$ cat src/rtl/gpc_pkg.sv
// gpc_pkg: register map, field layout and codes of the pin control block
package gpc_pkg;

   // register offsets on the plain register port
   localparam logic [7:0] GPC_OFS_IO_VOLTAGE_CONTROL  = 8'h0d;
   localparam logic [7:0] GPC_OFS_PIN_LEVEL_READBACK  = 8'h0e;
   localparam logic [7:0] GPC_OFS_PIN_INPUT_ENABLES   = 8'h0f;
   localparam logic [7:0] GPC_OFS_PIN0_OUTPUT_CONTROL = 8'h10;

   // io_voltage_control field positions
   localparam int GPC_POS_IO_HIGH_VOLTAGE_SELECT = 7;
   localparam int GPC_POS_IO_SUPPLY_OVERRIDE     = 6;
   localparam int GPC_POS_IO_SUPPLY_MODE_HI      = 5;
   localparam int GPC_POS_IO_SUPPLY_MODE_LO      = 4;
   localparam int GPC_POS_IO_RESERVED_HI         = 3;

   // pin0_output_control field positions
   localparam int GPC_POS_PIN0_SELECT_HI = 7;
   localparam int GPC_POS_PIN0_SELECT_LO = 5;
   localparam int GPC_POS_PIN0_SOURCE_HI = 4;
   localparam int GPC_POS_PIN0_SOURCE_LO = 2;
   localparam int GPC_POS_PIN0_VALUE     = 1;
   localparam int GPC_POS_PIN0_DRIVE_EN  = 0;

   // reset values
   localparam logic       GPC_RST_HIGH_VOLTAGE_SELECT = 1'b0;
   localparam logic       GPC_RST_SUPPLY_OVERRIDE     = 1'b0;
   localparam logic [1:0] GPC_RST_SUPPLY_MODE         = 2'h0;
   localparam logic [3:0] GPC_IO_RESERVED_VALUE       = 4'h9;
   localparam logic [7:0] GPC_RST_INPUT_ENABLES       = 8'hff;
   localparam logic [2:0] GPC_RST_PIN0_SELECT         = 3'h0;
   localparam logic [2:0] GPC_RST_PIN0_SOURCE         = 3'h0;
   localparam logic       GPC_RST_PIN0_VALUE          = 1'b0;
   localparam logic       GPC_RST_PIN0_DRIVE_EN       = 1'b0;

   // supply mode encodings
   localparam logic [1:0] GPC_SUPPLY_MODE_1V8 = 2'h0;
   localparam logic [1:0] GPC_SUPPLY_MODE_3V3 = 2'h3;

   // output source codes; 000..011 are the link receivers by index
   localparam logic [2:0] GPC_SRC_DEVICE_STATUS = 3'h4;
   localparam logic [2:0] GPC_SRC_RESERVED      = 3'h5;
   localparam logic [2:0] GPC_SRC_TX_PORT0      = 3'h6;
   localparam logic [2:0] GPC_SRC_TX_PORT1      = 3'h7;

   // output select codes, receiver source; 000..011 are remote pins
   localparam logic [2:0] GPC_RX_SEL_LOCK        = 3'h4;
   localparam logic [2:0] GPC_RX_SEL_PASS        = 3'h5;
   localparam logic [2:0] GPC_RX_SEL_FRAME_VALID = 3'h6;
   localparam logic [2:0] GPC_RX_SEL_LINE_VALID  = 3'h7;

   // output select codes, device status source
   localparam logic [2:0] GPC_DEV_SEL_VALUE      = 3'h0;
   localparam logic [2:0] GPC_DEV_SEL_LOCK_OR    = 3'h1;
   localparam logic [2:0] GPC_DEV_SEL_PASS_AND   = 3'h2;
   localparam logic [2:0] GPC_DEV_SEL_FRAME_SYNC = 3'h3;

   // output select codes, transmit port source
   localparam logic [2:0] GPC_TX_SEL_PASS_AND    = 3'h0;
   localparam logic [2:0] GPC_TX_SEL_PASS_OR     = 3'h1;
   localparam logic [2:0] GPC_TX_SEL_FRAME_VALID = 3'h2;
   localparam logic [2:0] GPC_TX_SEL_LINE_VALID  = 3'h3;
   localparam logic [2:0] GPC_TX_SEL_SYNCED      = 3'h4;
   localparam logic [2:0] GPC_TX_SEL_INTERRUPT   = 3'h5;

endpackage

$ cat src/rtl/gpc_pin_ctrl.sv
// gpc_pin_ctrl: supply-level select, pin readback, input enables and pin 0 output control
`timescale 1ns/1ps
module gpc_pin_ctrl
   import gpc_pkg::*;
#(
   parameter int NUM_PINS   = 8,
   parameter int NUM_RX     = 4,
   parameter int NUM_REMOTE = 4,
   parameter int NUM_TX     = 2
)
(
   input  wire logic                         core_clk_in,
   input  wire logic                         reset_in,
   // register port
   input  wire logic [7:0]                   reg_addr_in,
   input  wire logic [7:0]                   reg_wdata_in,
   input  wire logic                         reg_write_in,
   input  wire logic                         reg_read_in,
   output logic      [7:0]                   reg_rdata_out,
   // pins and supply detection
   input  wire logic [NUM_PINS-1:0]          pin_level_in,
   input  wire logic                         io_level_detect_in,
   output logic                              io_high_voltage_select_out,
   output logic      [1:0]                   io_supply_mode_out,
   output logic      [NUM_PINS-1:0]          pin_input_enable_out,
   output logic                              pin0_data_out,
   output logic                              pin0_oe_n_out,
   // status from receivers and transmit ports, same clock
   input  wire logic [NUM_RX*NUM_REMOTE-1:0] rx_remote_pin_in,
   input  wire logic [NUM_RX-1:0]            rx_lock_in,
   input  wire logic [NUM_RX-1:0]            rx_pass_in,
   input  wire logic [NUM_RX-1:0]            rx_frame_valid_in,
   input  wire logic [NUM_RX-1:0]            rx_line_valid_in,
   input  wire logic [NUM_RX-1:0]            rx_port_enable_in,
   input  wire logic                         frame_sync_in,
   input  wire logic [NUM_TX-1:0]            tx_pass_and_in,
   input  wire logic [NUM_TX-1:0]            tx_pass_or_in,
   input  wire logic [NUM_TX-1:0]            tx_frame_valid_in,
   input  wire logic [NUM_TX-1:0]            tx_line_valid_in,
   input  wire logic [NUM_TX-1:0]            tx_synced_in,
   input  wire logic [NUM_TX-1:0]            tx_interrupt_in
);

   // software-held control fields
   logic                io_high_voltage_select_q;
   logic                io_supply_override_q;
   logic [1:0]          io_supply_mode_q;
   logic [NUM_PINS-1:0] pin_input_enable_q;
   logic [2:0]          pin0_output_select_q;
   logic [2:0]          pin0_output_source_q;
   logic                pin0_output_value_q;
   logic                pin0_output_drive_enable_q;

   // pin side registers
   logic                pin0_data_q;
   logic                pin0_oe_n_q;
   logic [7:0]          rdata_q;

   // synchronised pin levels and detected supply
   logic [NUM_PINS-1:0] pin_level_s;
   logic                io_level_detect_s;

   // pins and the supply detector are outside this clock domain
   gpc_sync2 #(
      .WIDTH (NUM_PINS + 1)
   ) u_pin_sync (
      .core_clk_in (core_clk_in),
      .reset_in    (reset_in),
      .async_in    ({io_level_detect_in, pin_level_in}),
      .sync_out    ({io_level_detect_s, pin_level_s})
   );

   // address decode
   wire hit_io  = (reg_addr_in == GPC_OFS_IO_VOLTAGE_CONTROL);
   wire hit_pin = (reg_addr_in == GPC_OFS_PIN_LEVEL_READBACK);
   wire hit_ie  = (reg_addr_in == GPC_OFS_PIN_INPUT_ENABLES);
   wire hit_p0  = (reg_addr_in == GPC_OFS_PIN0_OUTPUT_CONTROL);
   wire wr_io   = reg_write_in && hit_io;
   wire wr_ie   = reg_write_in && hit_ie;
   wire wr_p0   = reg_write_in && hit_p0;

   // effective supply controls: detector unless software overrides
   wire       detect_3v3     = io_level_detect_s;
   wire [1:0] detect_mode    = detect_3v3 ? GPC_SUPPLY_MODE_3V3 : GPC_SUPPLY_MODE_1V8;
   wire       eff_high_volt  = io_supply_override_q ? io_high_voltage_select_q : detect_3v3;
   wire [1:0] eff_supply_mod = io_supply_override_q ? io_supply_mode_q : detect_mode;

   // a pin whose input is disabled reads low; the readback is the gated level
   wire [NUM_PINS-1:0] pin_level_snapshot = pin_level_s & pin_input_enable_q;

   // io_voltage_control write side; reserved bits are not stored
   always_ff @(posedge core_clk_in)
   begin
      if (reset_in)
      begin
         io_high_voltage_select_q <= GPC_RST_HIGH_VOLTAGE_SELECT;
         io_supply_override_q     <= GPC_RST_SUPPLY_OVERRIDE;
         io_supply_mode_q         <= GPC_RST_SUPPLY_MODE;
      end
      else if (wr_io)
      begin
         io_high_voltage_select_q <= reg_wdata_in[GPC_POS_IO_HIGH_VOLTAGE_SELECT];
         io_supply_override_q     <= reg_wdata_in[GPC_POS_IO_SUPPLY_OVERRIDE];
         io_supply_mode_q         <= reg_wdata_in[GPC_POS_IO_SUPPLY_MODE_HI:GPC_POS_IO_SUPPLY_MODE_LO];
      end
   end

   // input enables, all on after reset so every pin can be read at once
   always_ff @(posedge core_clk_in)
   begin
      if (reset_in)
         pin_input_enable_q <= GPC_RST_INPUT_ENABLES[NUM_PINS-1:0];
      else if (wr_ie)
         pin_input_enable_q <= reg_wdata_in[NUM_PINS-1:0];
   end

   // pin0_output_control fields
   always_ff @(posedge core_clk_in)
   begin
      if (reset_in)
      begin
         pin0_output_select_q       <= GPC_RST_PIN0_SELECT;
         pin0_output_source_q       <= GPC_RST_PIN0_SOURCE;
         pin0_output_value_q        <= GPC_RST_PIN0_VALUE;
         pin0_output_drive_enable_q <= GPC_RST_PIN0_DRIVE_EN;
      end
      else if (wr_p0)
      begin
         pin0_output_select_q       <= reg_wdata_in[GPC_POS_PIN0_SELECT_HI:GPC_POS_PIN0_SELECT_LO];
         pin0_output_source_q       <= reg_wdata_in[GPC_POS_PIN0_SOURCE_HI:GPC_POS_PIN0_SOURCE_LO];
         pin0_output_value_q        <= reg_wdata_in[GPC_POS_PIN0_VALUE];
         pin0_output_drive_enable_q <= reg_wdata_in[GPC_POS_PIN0_DRIVE_EN];
      end
   end

   // read word selection; unmapped offsets read as zero
   wire [7:0] rd_io = {eff_high_volt, io_supply_override_q, eff_supply_mod, GPC_IO_RESERVED_VALUE};
   wire [7:0] rd_ie = 8'(pin_input_enable_q);
   wire [7:0] rd_lv = 8'(pin_level_snapshot);
   wire [7:0] rd_p0 = {pin0_output_select_q, pin0_output_source_q,
                       pin0_output_value_q, pin0_output_drive_enable_q};
   wire [7:0] rd_word = hit_io  ? rd_io :
                        hit_pin ? rd_lv :
                        hit_ie  ? rd_ie :
                        hit_p0  ? rd_p0 : 8'h00;

   // read data stands only in the cycle after the strobe
   always_ff @(posedge core_clk_in)
   begin
      if (reset_in)
         rdata_q <= 8'h00;
      else
         rdata_q <= reg_read_in ? rd_word : 8'h00;
   end

   // source decoding for pin 0
   wire [1:0] rx_idx      = pin0_output_source_q[1:0];
   wire       src_is_rx   = ~pin0_output_source_q[2];
   wire       src_is_dev  = (pin0_output_source_q == GPC_SRC_DEVICE_STATUS);
   wire       src_is_tx   = (pin0_output_source_q == GPC_SRC_TX_PORT0) ||
                            (pin0_output_source_q == GPC_SRC_TX_PORT1);
   wire       tx_idx      = pin0_output_source_q[0];
   wire [2:0] sel         = pin0_output_select_q;

   // receiver source: remote pins by low select bits, else link flags
   wire [$clog2(NUM_RX*NUM_REMOTE)-1:0] remote_idx = {rx_idx, sel[1:0]};
   wire rx_bit = (sel == GPC_RX_SEL_LOCK)        ? rx_lock_in[rx_idx] :
                 (sel == GPC_RX_SEL_PASS)        ? rx_pass_in[rx_idx] :
                 (sel == GPC_RX_SEL_FRAME_VALID) ? rx_frame_valid_in[rx_idx] :
                 (sel == GPC_RX_SEL_LINE_VALID)  ? rx_line_valid_in[rx_idx] :
                 rx_remote_pin_in[remote_idx];

   // device status: only enabled receivers take part; no enabled receiver gives pass low
   wire lock_any = |(rx_lock_in & rx_port_enable_in);
   wire pass_all = (|rx_port_enable_in) && (&(rx_pass_in | ~rx_port_enable_in));
   wire dev_bit  = (sel == GPC_DEV_SEL_VALUE)      ? pin0_output_value_q :
                   (sel == GPC_DEV_SEL_LOCK_OR)    ? lock_any :
                   (sel == GPC_DEV_SEL_PASS_AND)   ? pass_all :
                   (sel == GPC_DEV_SEL_FRAME_SYNC) ? frame_sync_in : 1'b0;

   // transmit port status; reserved codes give low
   wire tx_bit = (sel == GPC_TX_SEL_PASS_AND)    ? tx_pass_and_in[tx_idx] :
                 (sel == GPC_TX_SEL_PASS_OR)     ? tx_pass_or_in[tx_idx] :
                 (sel == GPC_TX_SEL_FRAME_VALID) ? tx_frame_valid_in[tx_idx] :
                 (sel == GPC_TX_SEL_LINE_VALID)  ? tx_line_valid_in[tx_idx] :
                 (sel == GPC_TX_SEL_SYNCED)      ? tx_synced_in[tx_idx] :
                 (sel == GPC_TX_SEL_INTERRUPT)   ? tx_interrupt_in[tx_idx] : 1'b0;

   // the reserved source code drives low rather than an arbitrary flag
   wire pin0_mux = src_is_rx  ? rx_bit :
                   src_is_dev ? dev_bit :
                   src_is_tx  ? tx_bit : 1'b0;

   // data held low while the driver is off, so the pad output is quiet
   wire pin0_data_d = pin0_output_drive_enable_q & pin0_mux;
   wire pin0_oe_n_d = ~pin0_output_drive_enable_q;

   // pin 0 output flops; one cycle behind the selected status
   always_ff @(posedge core_clk_in)
   begin
      if (reset_in)
      begin
         pin0_data_q <= 1'b0;
         pin0_oe_n_q <= 1'b1;
      end
      else
      begin
         pin0_data_q <= pin0_data_d;
         pin0_oe_n_q <= pin0_oe_n_d;
      end
   end

   // outputs
   assign reg_rdata_out              = rdata_q;
   assign io_high_voltage_select_out = eff_high_volt;
   assign io_supply_mode_out         = eff_supply_mod;
   assign pin_input_enable_out       = pin_input_enable_q;
   assign pin0_data_out              = pin0_data_q;
   assign pin0_oe_n_out              = pin0_oe_n_q;
endmodule

$ cat src/rtl/gpc_sync2.sv
// gpc_sync2: two flip-flop synchroniser for a bundle of level inputs
`timescale 1ns/1ps
module gpc_sync2
   import gpc_pkg::*;
#(
   parameter int WIDTH = 1
)
(
   input  wire logic             core_clk_in,
   input  wire logic             reset_in,
   input  wire logic [WIDTH-1:0] async_in,
   output logic      [WIDTH-1:0] sync_out
);

   logic [WIDTH-1:0] meta_q;
   logic [WIDTH-1:0] sync_q;

   // the first stage feeds only the second stage
   always_ff @(posedge core_clk_in)
   begin
      if (reset_in)
      begin
         meta_q <= '0;
         sync_q <= '0;
      end
      else
      begin
         meta_q <= async_in;
         sync_q <= meta_q;
      end
   end

   assign sync_out = sync_q;

endmodule

$ cat config.mk
export PLATFORM = sky130hd
export DESIGN_NAME = gpc_pin_ctrl
export DESIGN_NICKNAME = d
export VERILOG_FILES = /design/src/rtl/gpc_pkg.sv /design/src/rtl/gpc_pin_ctrl.sv /design/src/rtl/gpc_sync2.sv
export SDC_FILE = /design/constraint.sdc
export NUM_CORES = 1
export LEC_CHECK = 0
export BUFFER_PORTS_ARGS = -buffer_cell sky130_fd_sc_hd__buf_2
export CAP_MARGIN = 0
export CORE_MARGIN = 8
export CORE_UTILIZATION = 43
export DETAILED_ROUTE_END_ITERATION = 8
export PLACE_DENSITY_LB_ADDON = 0.12
export SETUP_SLACK_MARGIN = 0.2
export SLEW_MARGIN = 20
export SYNTH_ARGS = -nofsm -noshare
export SYNTH_HDL_FRONTEND = slang
export SYNTH_SLANG_ARGS = --single-unit
$ cat constraint.sdc
create_clock -name core_clk_in -period 1.8 [get_ports core_clk_in]
set_clock_uncertainty 0.15 [all_clocks]
set_input_delay 0.09 -clock core_clk_in [delete_from_list [all_inputs] [get_ports core_clk_in]]
set_output_delay 0.09 -clock core_clk_in [all_outputs]
set_load 0.02 [all_outputs]
==> flow_summary.json, run 1 <==
{
  "grtUsageMet1_pct": 20.4,
  "route.vias.total": 2272,
  "hold_class": "in2reg",
  "slew_viol_final": 0,
  "dp_slack_ns": 0.0177,
  "routabilityCongestion": 0.877,
  "synth-warning-count": 0,
  "die_height_um": 89.2,
  "port_buffers": 98,
  "dp_hpwl_um": 5210,
  "top_usage_layer": "met2",
  "cts_sinks": 48,
  "rsz0062_at_grt": "true",
  "start_kind": "flip-flop",
  "ir_worst_vdd_uv": 607,
  "post-route-min-period_ns": 1.70,
  "dpl_cell_area_um2": 2900,
  "fin_ws_ns": 0.0952,
  "worstSkewPairLatency_ns": 0.30,
  "antenna_left": 0,
  "synth_flop_cell": "dfxtp_1",
  "pin_count": 99,
  "path_clk_slew_ns": 0.08,
  "antenna_found_initial": 0,
  "met3_usage_pct": 5.61,
  "die_w_um": 89.2,
  "reg2regPathDepth": 5,
  "setup_violations": 0,
  "leakage_nw": 1.44,
  "grt_pass1_vias": 2209,
  "synth_cell_type_count": 43,
  "dieArea_um2": 7950,
  "htreeDepth": 2,
  "cp-end-kind": "flip-flop",
  "cts_made_buffers": 5,
  "powerDensity_nw_per_um2": 604,
  "fp-row-count": 26,
  "num_antenna_cells": 0,
  "regToRegStartpoint": "pin0_output_select_q[0]",
  "nets": 459,
  "syn_inst": 260,
  "tns_ns": 0,
  "root_buffer": "clkbuf_8",
  "async_reset_ff_share_pct": 0,
  "design.core.area_um2": 5140,
  "drt-initial-drc-count": 85,
  "grt-ovfl-total": 0,
  "relSlewSlack_pct": 70.7,
  "max_slew.worst_pin.slew_ns": 0.439,
  "startpoint": "pin0_output_select_q[0]",
  "grt_max_degree": 39,
  "grt_pass1_wl_um": 10600,
  "status": "finished, final reports clean",
  "hold_violations": 0,
  "max_freq_mhz": 587,
  "rrSetupSlack_ns": 0.1,
  "final_cell_mix": "buf_2 (98), dfxtp_1 (44), nand2_1 (41)",
  "synth_area_um2": 2300,
  "fin_area_um2": 3200,
  "layout_commonest_cell": "buf_2",
  "slowest_delay_ns": 0.49,
  "cp_cell_sequence": "mux4_2 > mux2_4 > nand3_2 > a32o_2 > a22oi_1",
  "synth_fp_nets": 338,
  "drc_errors": 0,
  "worst-endpoint-arrival_ns": 1.72,
  "start_util_pct": 44.8,
  "crit_type": "reg2reg",
  "drt_pass1_iterations": 4,
  "worstPathRequired_ns": 1.82,
  "syn_area_per_cell_um2": 8.85,
  "synth_edf_count": 0,
  "drt_wl_total_um": 6760,
  "grt.met2_usage_pct": 28.4,
  "gr-usage-all-layers_pct": 16.9,
  "avgRoutedWirePerCell_um": 15.0,
  "cts_tree": "yes",
  "finalCritPeriodShare_pct": 94.7,
  "crit_path_end": "pin0_data_out",
  "viasPerCell": 5.03,
  "layout-drive-gt1-share_pct": 36.1,
  "ys_seq_elements": 48,
  "synthToLayoutAreaGrowth_pct": 38.8,
  "worstPathMaxFanout": 3,
  "maxCapViolations": 0,
  "clk_path_buf_depth": 2,
  "power_mw": 1.93,
  "r2r_end": "pin0_data_out",
  "ys_seq_area_share_pct": 41.7,
  "slowest_stage": "mux4_2"
}
## power breakdown
group	switching (mW)	internal, mW
combinational	0.103	0.138
sequential	0.00455	1.08
clock	0.332	0.278
total	0.439	1.49
## per-stage QoR
step / instances / util [%] / hold slack (ns)
final: 452 / 62.2 / 0.0222
after detailed placement: 424 / 56.4 / 0.153
after global routing: 452 / 62.2 / 0.0386
after CTS: 450 / 61.6 / 0.0121
after floorplan: 260 / - / 0.0609
after global placement: 424 / 56.4 / 0.149
## logic make-up after synthesis
logic type / after synthesis / share of synthesized area, %
simple gates: 116 / 25.5
mux: 21 / 12.9
compound gates: 49 / 14.3
flops: 48 / 41.7
buf+inv: 26 / 5.49
## critical path, delay by kind of cell (launching register included)
kind,cells,cell delay [ns]
AND/OR/NAND/NOR,1,0.07
flip-flops,1,0.37
AO/OA/AOI/OAI,2,0.23
multiplexers,2,0.76
## Yosys cell counts, types with 2 or more instances
cell type | instances | area share (%)
mux4_2 | 5 | 4.9
mux2i_1 | 11 | 4.8
nand4_1 | 2 | 0.54
buf_2 | 8 | 1.7
inv_1 | 6 | 0.98
o22ai_1 | 5 | 1.4
a22oi_1 | 9 | 2.9
nand3b_1 | 8 | 2.6
mux2_2 | 2 | 0.98
or3_1 | 2 | 0.54
nand2b_1 | 6 | 1.6
a21oi_1 | 16 | 3.5
clkbuf_1 | 8 | 1.3
o2bb2ai_1 | 3 | 1.1
buf_4 | 3 | 0.98
nor2_1 | 17 | 2.8
nand3_1 | 11 | 2.4
o2111ai_1 | 3 | 1.1
nand2_1 | 41 | 6.7
a31oi_1 | 4 | 1.1
nor2b_1 | 20 | 5.4
dfxtp_1 | 48 | 42
nor3_1 | 2 | 0.43
## state kept, by name (all words and copies together) (netlist names), 2 cells and up
name and count:
pin0_output_select_q 3, reg_rdata_out 8, pin_input_enable_out 8, u_pin_sync.sync_out 9
pin0_output_source_q 3, u_pin_sync.meta_q 9, io_supply_mode_q 2
## area by class of cell
type | count | area [um^2]
clock inverters | 1 | 8.76
repair buffers | 134 | 810
clock buffers | 7 | 76.3
flip-flops and latches | 48 | 973
inverters | 6 | 22.5
well taps | 70 | 87.6
multi-input cells | 186 | 1220
fillers | 475 | 1940
## repair_timing
action                                  CTS  global route
endpoints found under the hold margin    30             0
resized for setup                         5             4
hold buffers                             18             0
endpoints found under the setup margin    1             1
setup buffers                             0             2
## metal layers
layer	part of all wire, %	vias up
li1	-	1163
met1	42	1024
met4	0.87	0
met2	46	80
met5	0	-
met3	11	5
## worst min path at each step
stage                                    to  cells past startpoint            start
global route        pin0_output_select_q[2]                      3     reg_write_in
finish              pin0_output_select_q[0]                      3     reg_write_in
CTS                 pin0_output_select_q[0]                      3     reg_write_in
global placement       u_pin_sync.meta_q[4]                      2  pin_level_in[4]
floorplan           pin_input_enable_out[0]                      2  reg_wdata_in[0]
detailed placement     u_pin_sync.meta_q[3]                      2  pin_level_in[3]
Note: power is estimated with default switching activity, not from simulation.
==> run 2: changes to the inputs <==
--- a/config.mk
+++ b/config.mk
@@ -13,5 +13,4 @@
 export PLACE_DENSITY_LB_ADDON = 0.12
 export SETUP_SLACK_MARGIN = 0.2
-export SLEW_MARGIN = 20
 export SYNTH_ARGS = -nofsm -noshare
 export SYNTH_HDL_FRONTEND = slang
==> constraint.sdc (replaced) <==
create_clock -name core_clk_in -period 1.4 [get_ports core_clk_in]
set_clock_uncertainty 0.15 [all_clocks]
set_input_delay 0.28 -clock core_clk_in [delete_from_list [all_inputs] [get_ports core_clk_in]]
set_output_delay 0.28 -clock core_clk_in [all_outputs]
set_load 0.02 [all_outputs]
==> flow_summary.json, run 2 (same netlist as run 1, synthesis figures left out) <==
{
  "status": "finished, violations left",
  "violations": "negative setup slack",
  "p_sw_share_pct": 22.3,
  "clk_path_buf_depth": 2,
  "routabilityCongestion": 0.870,
  "maxCapViolations": 0,
  "cts_sinks": 48,
  "worstSkewPairLatency_ns": 0.30,
  "path_clk_slew_ns": 0.09,
  "dp_hpwl_um": 5470,
  "rsz0062_at_grt": "true",
  "cts_made_buffers": 5,
  "powerDensity_nw_per_um2": 754,
  "combPwrFrac_pct": 12.7,
  "tns_ns": -0.572,
  "grt-ovfl-total": 0,
  "startpoint": "pin0_output_select_q[0]",
  "p_int_mw": 2.21,
  "final_cell_mix": "buf_2 (73), buf_6 (33), buf_4 (30)",
  "start_util_pct": 44.8,
  "post-route-min-period_ns": 1.72,
  "max_freq_mhz": 581,
  "antenna_left": 0,
  "design.core.area_um2": 5140,
  "leakage_nw": 1.60,
  "cts_tree": "yes",
  "worstPathMaxFanout": 3,
  "hold_buffers": 0,
  "power_frac_seq_pct": 49.0,
  "crit_type": "reg2reg",
  "num_antenna_cells": 0,
  "grt_pass1_wl_um": 11500,
  "p_clk_share_pct": 38.3,
  "hold_violations": 0,
  "worstPathRequired_ns": 1.44,
  "max_slew.worst_pin.slew_ns": 0.264,
  "avgRoutedWirePerCell_um": 16.7,
  "route.vias.total": 2351,
  "finalCritPeriodShare_pct": 123,
  "grt_pass1_vias": 2405,
  "netSwitchingPower_uw": 631,
  "root_buffer": "clkbuf_8",
  "antenna_found_initial": 0,
  "port_buffers": 98,
  "htreeDepth": 2,
  "regToRegStartpoint": "pin0_output_select_q[0]",
  "nets": 464,
  "synthToLayoutAreaGrowth_pct": 63.4,
  "pin_count": 99,
  "setup_violations": 4,
  "hold_class": "in2reg",
  "drt_wl_total_um": 7630,
  "ir_worst_vdd_uv": 651,
  "layout_commonest_cell": "buf_2",
  "fp-row-count": 26,
  "relSlewSlack_pct": 82.2,
  "die_height_um": 89.2,
  "min_from": "io_level_detect_in",
  "worst-endpoint-arrival_ns": 1.76,
  "power_mw": 2.84,
  "slew_viol_final": 0,
  "fillers": 385,
  "dieArea_um2": 7950,
  "layout-drive-gt1-share_pct": 59.9,
  "drt-initial-drc-count": 73,
  "fin_ws_ns": -0.321,
  "gr-usage-all-layers_pct": 18.6,
  "die_w_um": 89.2,
  "grt_max_degree": 23,
  "viasPerCell": 5.14,
  "cp-end-kind": "flip-flop",
  "drc_errors": 0,
  "start_kind": "flip-flop",
  "drt_pass1_iterations": 4
}
[run 2: path summary, 6_finish.rpt]
kind	end	slack, ns	cells past startpoint
worst max-delay path	pin0_data_out	-0.32	5
worst min-delay path	u_pin_sync.meta_q[8]	0.03	2
worst max register to register	pin0_data_out	-0.32	5
worst min register to register	u_pin_sync.sync_out[2]	0.29	1
[run 2: area by class of cell]
cell class	instances	area (um^2)	area share, %
repair buffers	139	1010	26.9
clock inverters	1	30.0	0.798
well taps	70	87.6	2.33
flip-flops and latches	48	997	26.5
clock buffers	7	96.3	2.56
multi-input cells	186	1520	40.3
inverters	6	22.5	0.599
[run 2: stage by stage]
| stage | utilization [%] | setup WS [ns] | cells | hold slack [ns] | cell area [um^2] |
|---|---|---|---|---|---|
| global route | 73.2 | -0.358 | 457 | 0.0244 | 3760 |
| detailed placement | 59.4 | -0.362 | 435 | 0.270 | 3060 |
| CTS | 66.8 | -0.323 | 451 | 0.0376 | 3430 |
| finish | 73.2 | -0.321 | 457 | 0.0349 | 3760 |
| global placement | 59.4 | -0.338 | 435 | 0.267 | 3060 |
| floorplan | - | -0.330 | 260 | 0.254 | 2400 |
[run 2: critical path: stages (launching register included)]
cell and delay [ns]:
dfxtp_4 0.38, mux4_2 0.49, mux2_4 0.28, nand3_2 0.06, a32o_2 0.17, a22oi_1 0.07
[run 2: metal layers]
layer	part of all wire, %	global-route usage [%]	vias up
met1	40	21.1	1086
met3	8.4	5.88	10
met2	50	32.5	87
li1	-	-	1168
met5	0	0	-
met4	1.6	5.59	0
[run 2: timing repair]
action / CTS / global route
hold endpoints to repair: 0 / 0
endpoints found under the setup margin: 49 / 48
pin swaps: 10 / 32
resized for setup: 64 / 69
buffers inserted: 8 / 6
[run 2: power groups by stage]
stage / Clock, mW / Combinational, mW / Sequential [mW]
after floorplan: 0 / 0.123 / 1.43
after global placement: 0 / 0.284 / 1.43
after detailed placement: 0 / 0.289 / 1.43
after CTS: 1.10 / 0.312 / 1.39
after global routing: 1.16 / 0.388 / 1.39
final: 1.09 / 0.360 / 1.39
==> run 3: changes to the inputs <==
Settings changed: PLACE_DENSITY_LB_ADDON 0.12 to 0.08, SETUP_SLACK_MARGIN 0.2 to 0.4.
==> flow_summary.json, run 3 (same netlist as run 1, synthesis figures left out) <==
{
  "status": "finished, violations left",
  "violations": "negative setup slack",
  "routabilityCongestion": 0.829,
  "hold_violations": 0,
  "drc_errors": 0,
  "fillers": 381,
  "fp-row-count": 26,
  "avgRoutedWirePerCell_um": 16.9,
  "maxCapViolations": 0,
  "htreeDepth": 2,
  "slowest_stage": "mux4_2",
  "regToRegStartpoint": "pin0_output_select_q[0]",
  "fin_area_um2": 3830,
  "worst-endpoint-arrival_ns": 1.75,
  "powerDensity_nw_per_um2": 676,
  "drt_wl_total_um": 7800,
  "finalCritPeriodShare_pct": 123,
  "gr-usage-all-layers_pct": 19.0,
  "p_sw_share_pct": 23.7,
  "seqCellArea_um2": 995,
  "rsz0062_at_grt": "true",
  "dieArea_um2": 7950,
  "max_freq_mhz": 579,
  "clk_path_buf_depth": 2,
  "multi_input_area_um2": 1560,
  "min_from": "pin_level_in[0]",
  "crit_type": "reg2reg",
  "synthToLayoutAreaGrowth_pct": 66.5,
  "layout_commonest_cell": "buf_2",
  "cp-end-kind": "flip-flop",
  "dp_hpwl_um": 5280,
  "fin_ws_ns": -0.329,
  "grt-ovfl-total": 0,
  "drt-initial-drc-count": 85,
  "grt_max_degree": 39,
  "cp_cell_sequence": "mux4_2 > mux2_4 > nand3_2 > a32o_2 > a22oi_2",
  "worstPathMaxFanout": 4,
  "hold_class": "in2reg",
  "tns_ns": -0.560,
  "worstPathRequired_ns": 1.42,
  "leakage_nw": 1.60,
  "start_kind": "flip-flop",
  "cts_sinks": 48,
  "grt_pass1_wl_um": 11900,
  "p_clk_share_pct": 32.3,
  "layout-drive-gt1-share_pct": 62.5,
  "grt_pass1_vias": 2483,
  "power_frac_seq_pct": 53.8,
  "ir_worst_vdd_uv": 723,
  "cts_tree": "yes",
  "design.core.area_um2": 5140,
  "slew_viol_final": 0,
  "netSwitchingPower_uw": 615,
  "combPwrFrac_pct": 14.0,
  "start_util_pct": 44.8,
  "worstSkewPairLatency_ns": 0.29,
  "path_clk_slew_ns": 0.08,
  "slowest_delay_ns": 0.49,
  "num_antenna_cells": 0,
  "drt_pass1_iterations": 4,
  "p_int_mw": 1.98,
  "post-route-min-period_ns": 1.73,
  "setup_violations": 4,
  "startpoint": "pin0_output_select_q[0]",
  "final_cell_mix": "buf_2 (73), buf_6 (34), buf_4 (32)",
  "relSlewSlack_pct": 72.9,
  "antenna_found_initial": 0,
  "max_slew.worst_pin.slew_ns": 0.407,
  "viasPerCell": 5.24,
  "die_w_um": 89.2,
  "nets": 469,
  "route.vias.total": 2420,
  "die_height_um": 89.2,
  "dpl_cell_area_um2": 3130,
  "pin_count": 99,
  "antenna_left": 0,
  "cts_made_buffers": 5,
  "root_buffer": "clkbuf_8",
  "port_buffers": 98
}
-- run 3: layout make-up --
cell class                      instances  share of cell area, %
Multi-Input combinational cell        186                   40.7
Sequential cell                        48                   26.0
Clock inverter                          1                  0.196
Clock buffer                            7                   2.25
Tap cell                               70                   2.29
Timing Repair Buffer                  144                   28.0
Inverter                                6                  0.588
-- run 3: worst paths after layout --
| kind | cells past startpoint | to | slack (ns) |
|---|---|---|---|
| worst max-delay path | 5 | pin0_data_out | -0.33 |
| worst min-delay path | 2 | u_pin_sync.meta_q[0] | 0.04 |
| worst max register to register | 5 | pin0_data_out | -0.33 |
| worst min register to register | 1 | u_pin_sync.sync_out[1] | 0.29 |
-- run 3: power groups by stage --
stage | registers [mW] | clock network, mW | logic, mW
floorplan | 1.43 | 0 | 0.126
global placement | 1.43 | 0 | 0.290
detailed placement | 1.43 | 0 | 0.295
CTS | 1.39 | 0.861 | 0.335
global route | 1.40 | 0.926 | 0.391
finish | 1.39 | 0.836 | 0.362
-- run 3: repair_timing --
action                                  in CTS  in global routing
gates resized for setup                    104                 36
hold buffers                                 0                  0
endpoints found under the setup margin      50                 50
pin swaps                                   47                 22
hold endpoints to repair                     0                  0
setup buffers                               13                  1
-- run 3: per-layer routing --
metal  track usage (%)  wire length [um]
met5                 0                 0
met4              8.01               154
met3              5.33               699
met2              33.3              3880
met1              21.0              3070
-- run 3: metrics by stage --
| stage | total power, mW | util, % | hold slack (ns) | setup slack [ns] | cells |
|---|---|---|---|---|---|
| 5_1_grt | 2.71 | 74.6 | 0.0516 | -0.377 | 462 |
| 2_1_floorplan | 1.55 | - | 0.254 | -0.330 | 260 |
| 3_3_place_gp | 1.72 | 60.8 | 0.267 | -0.342 | 440 |
| 4_1_cts | 2.59 | 71.3 | 0.0298 | -0.316 | 461 |
| 3_5_place_dp | 1.72 | 60.8 | 0.274 | -0.375 | 440 |
| 6_report | 2.59 | 74.6 | 0.0394 | -0.329 | 462 |
-- run 3: worst max-delay path: cells and delay by family, from the launching register on --
| family | cells | cell delay [ns] |
|---|---|---|
| compound gates | 2 | 0.24 |
| simple gates | 1 | 0.06 |
| flops | 1 | 0.38 |
| mux | 2 | 0.78 |
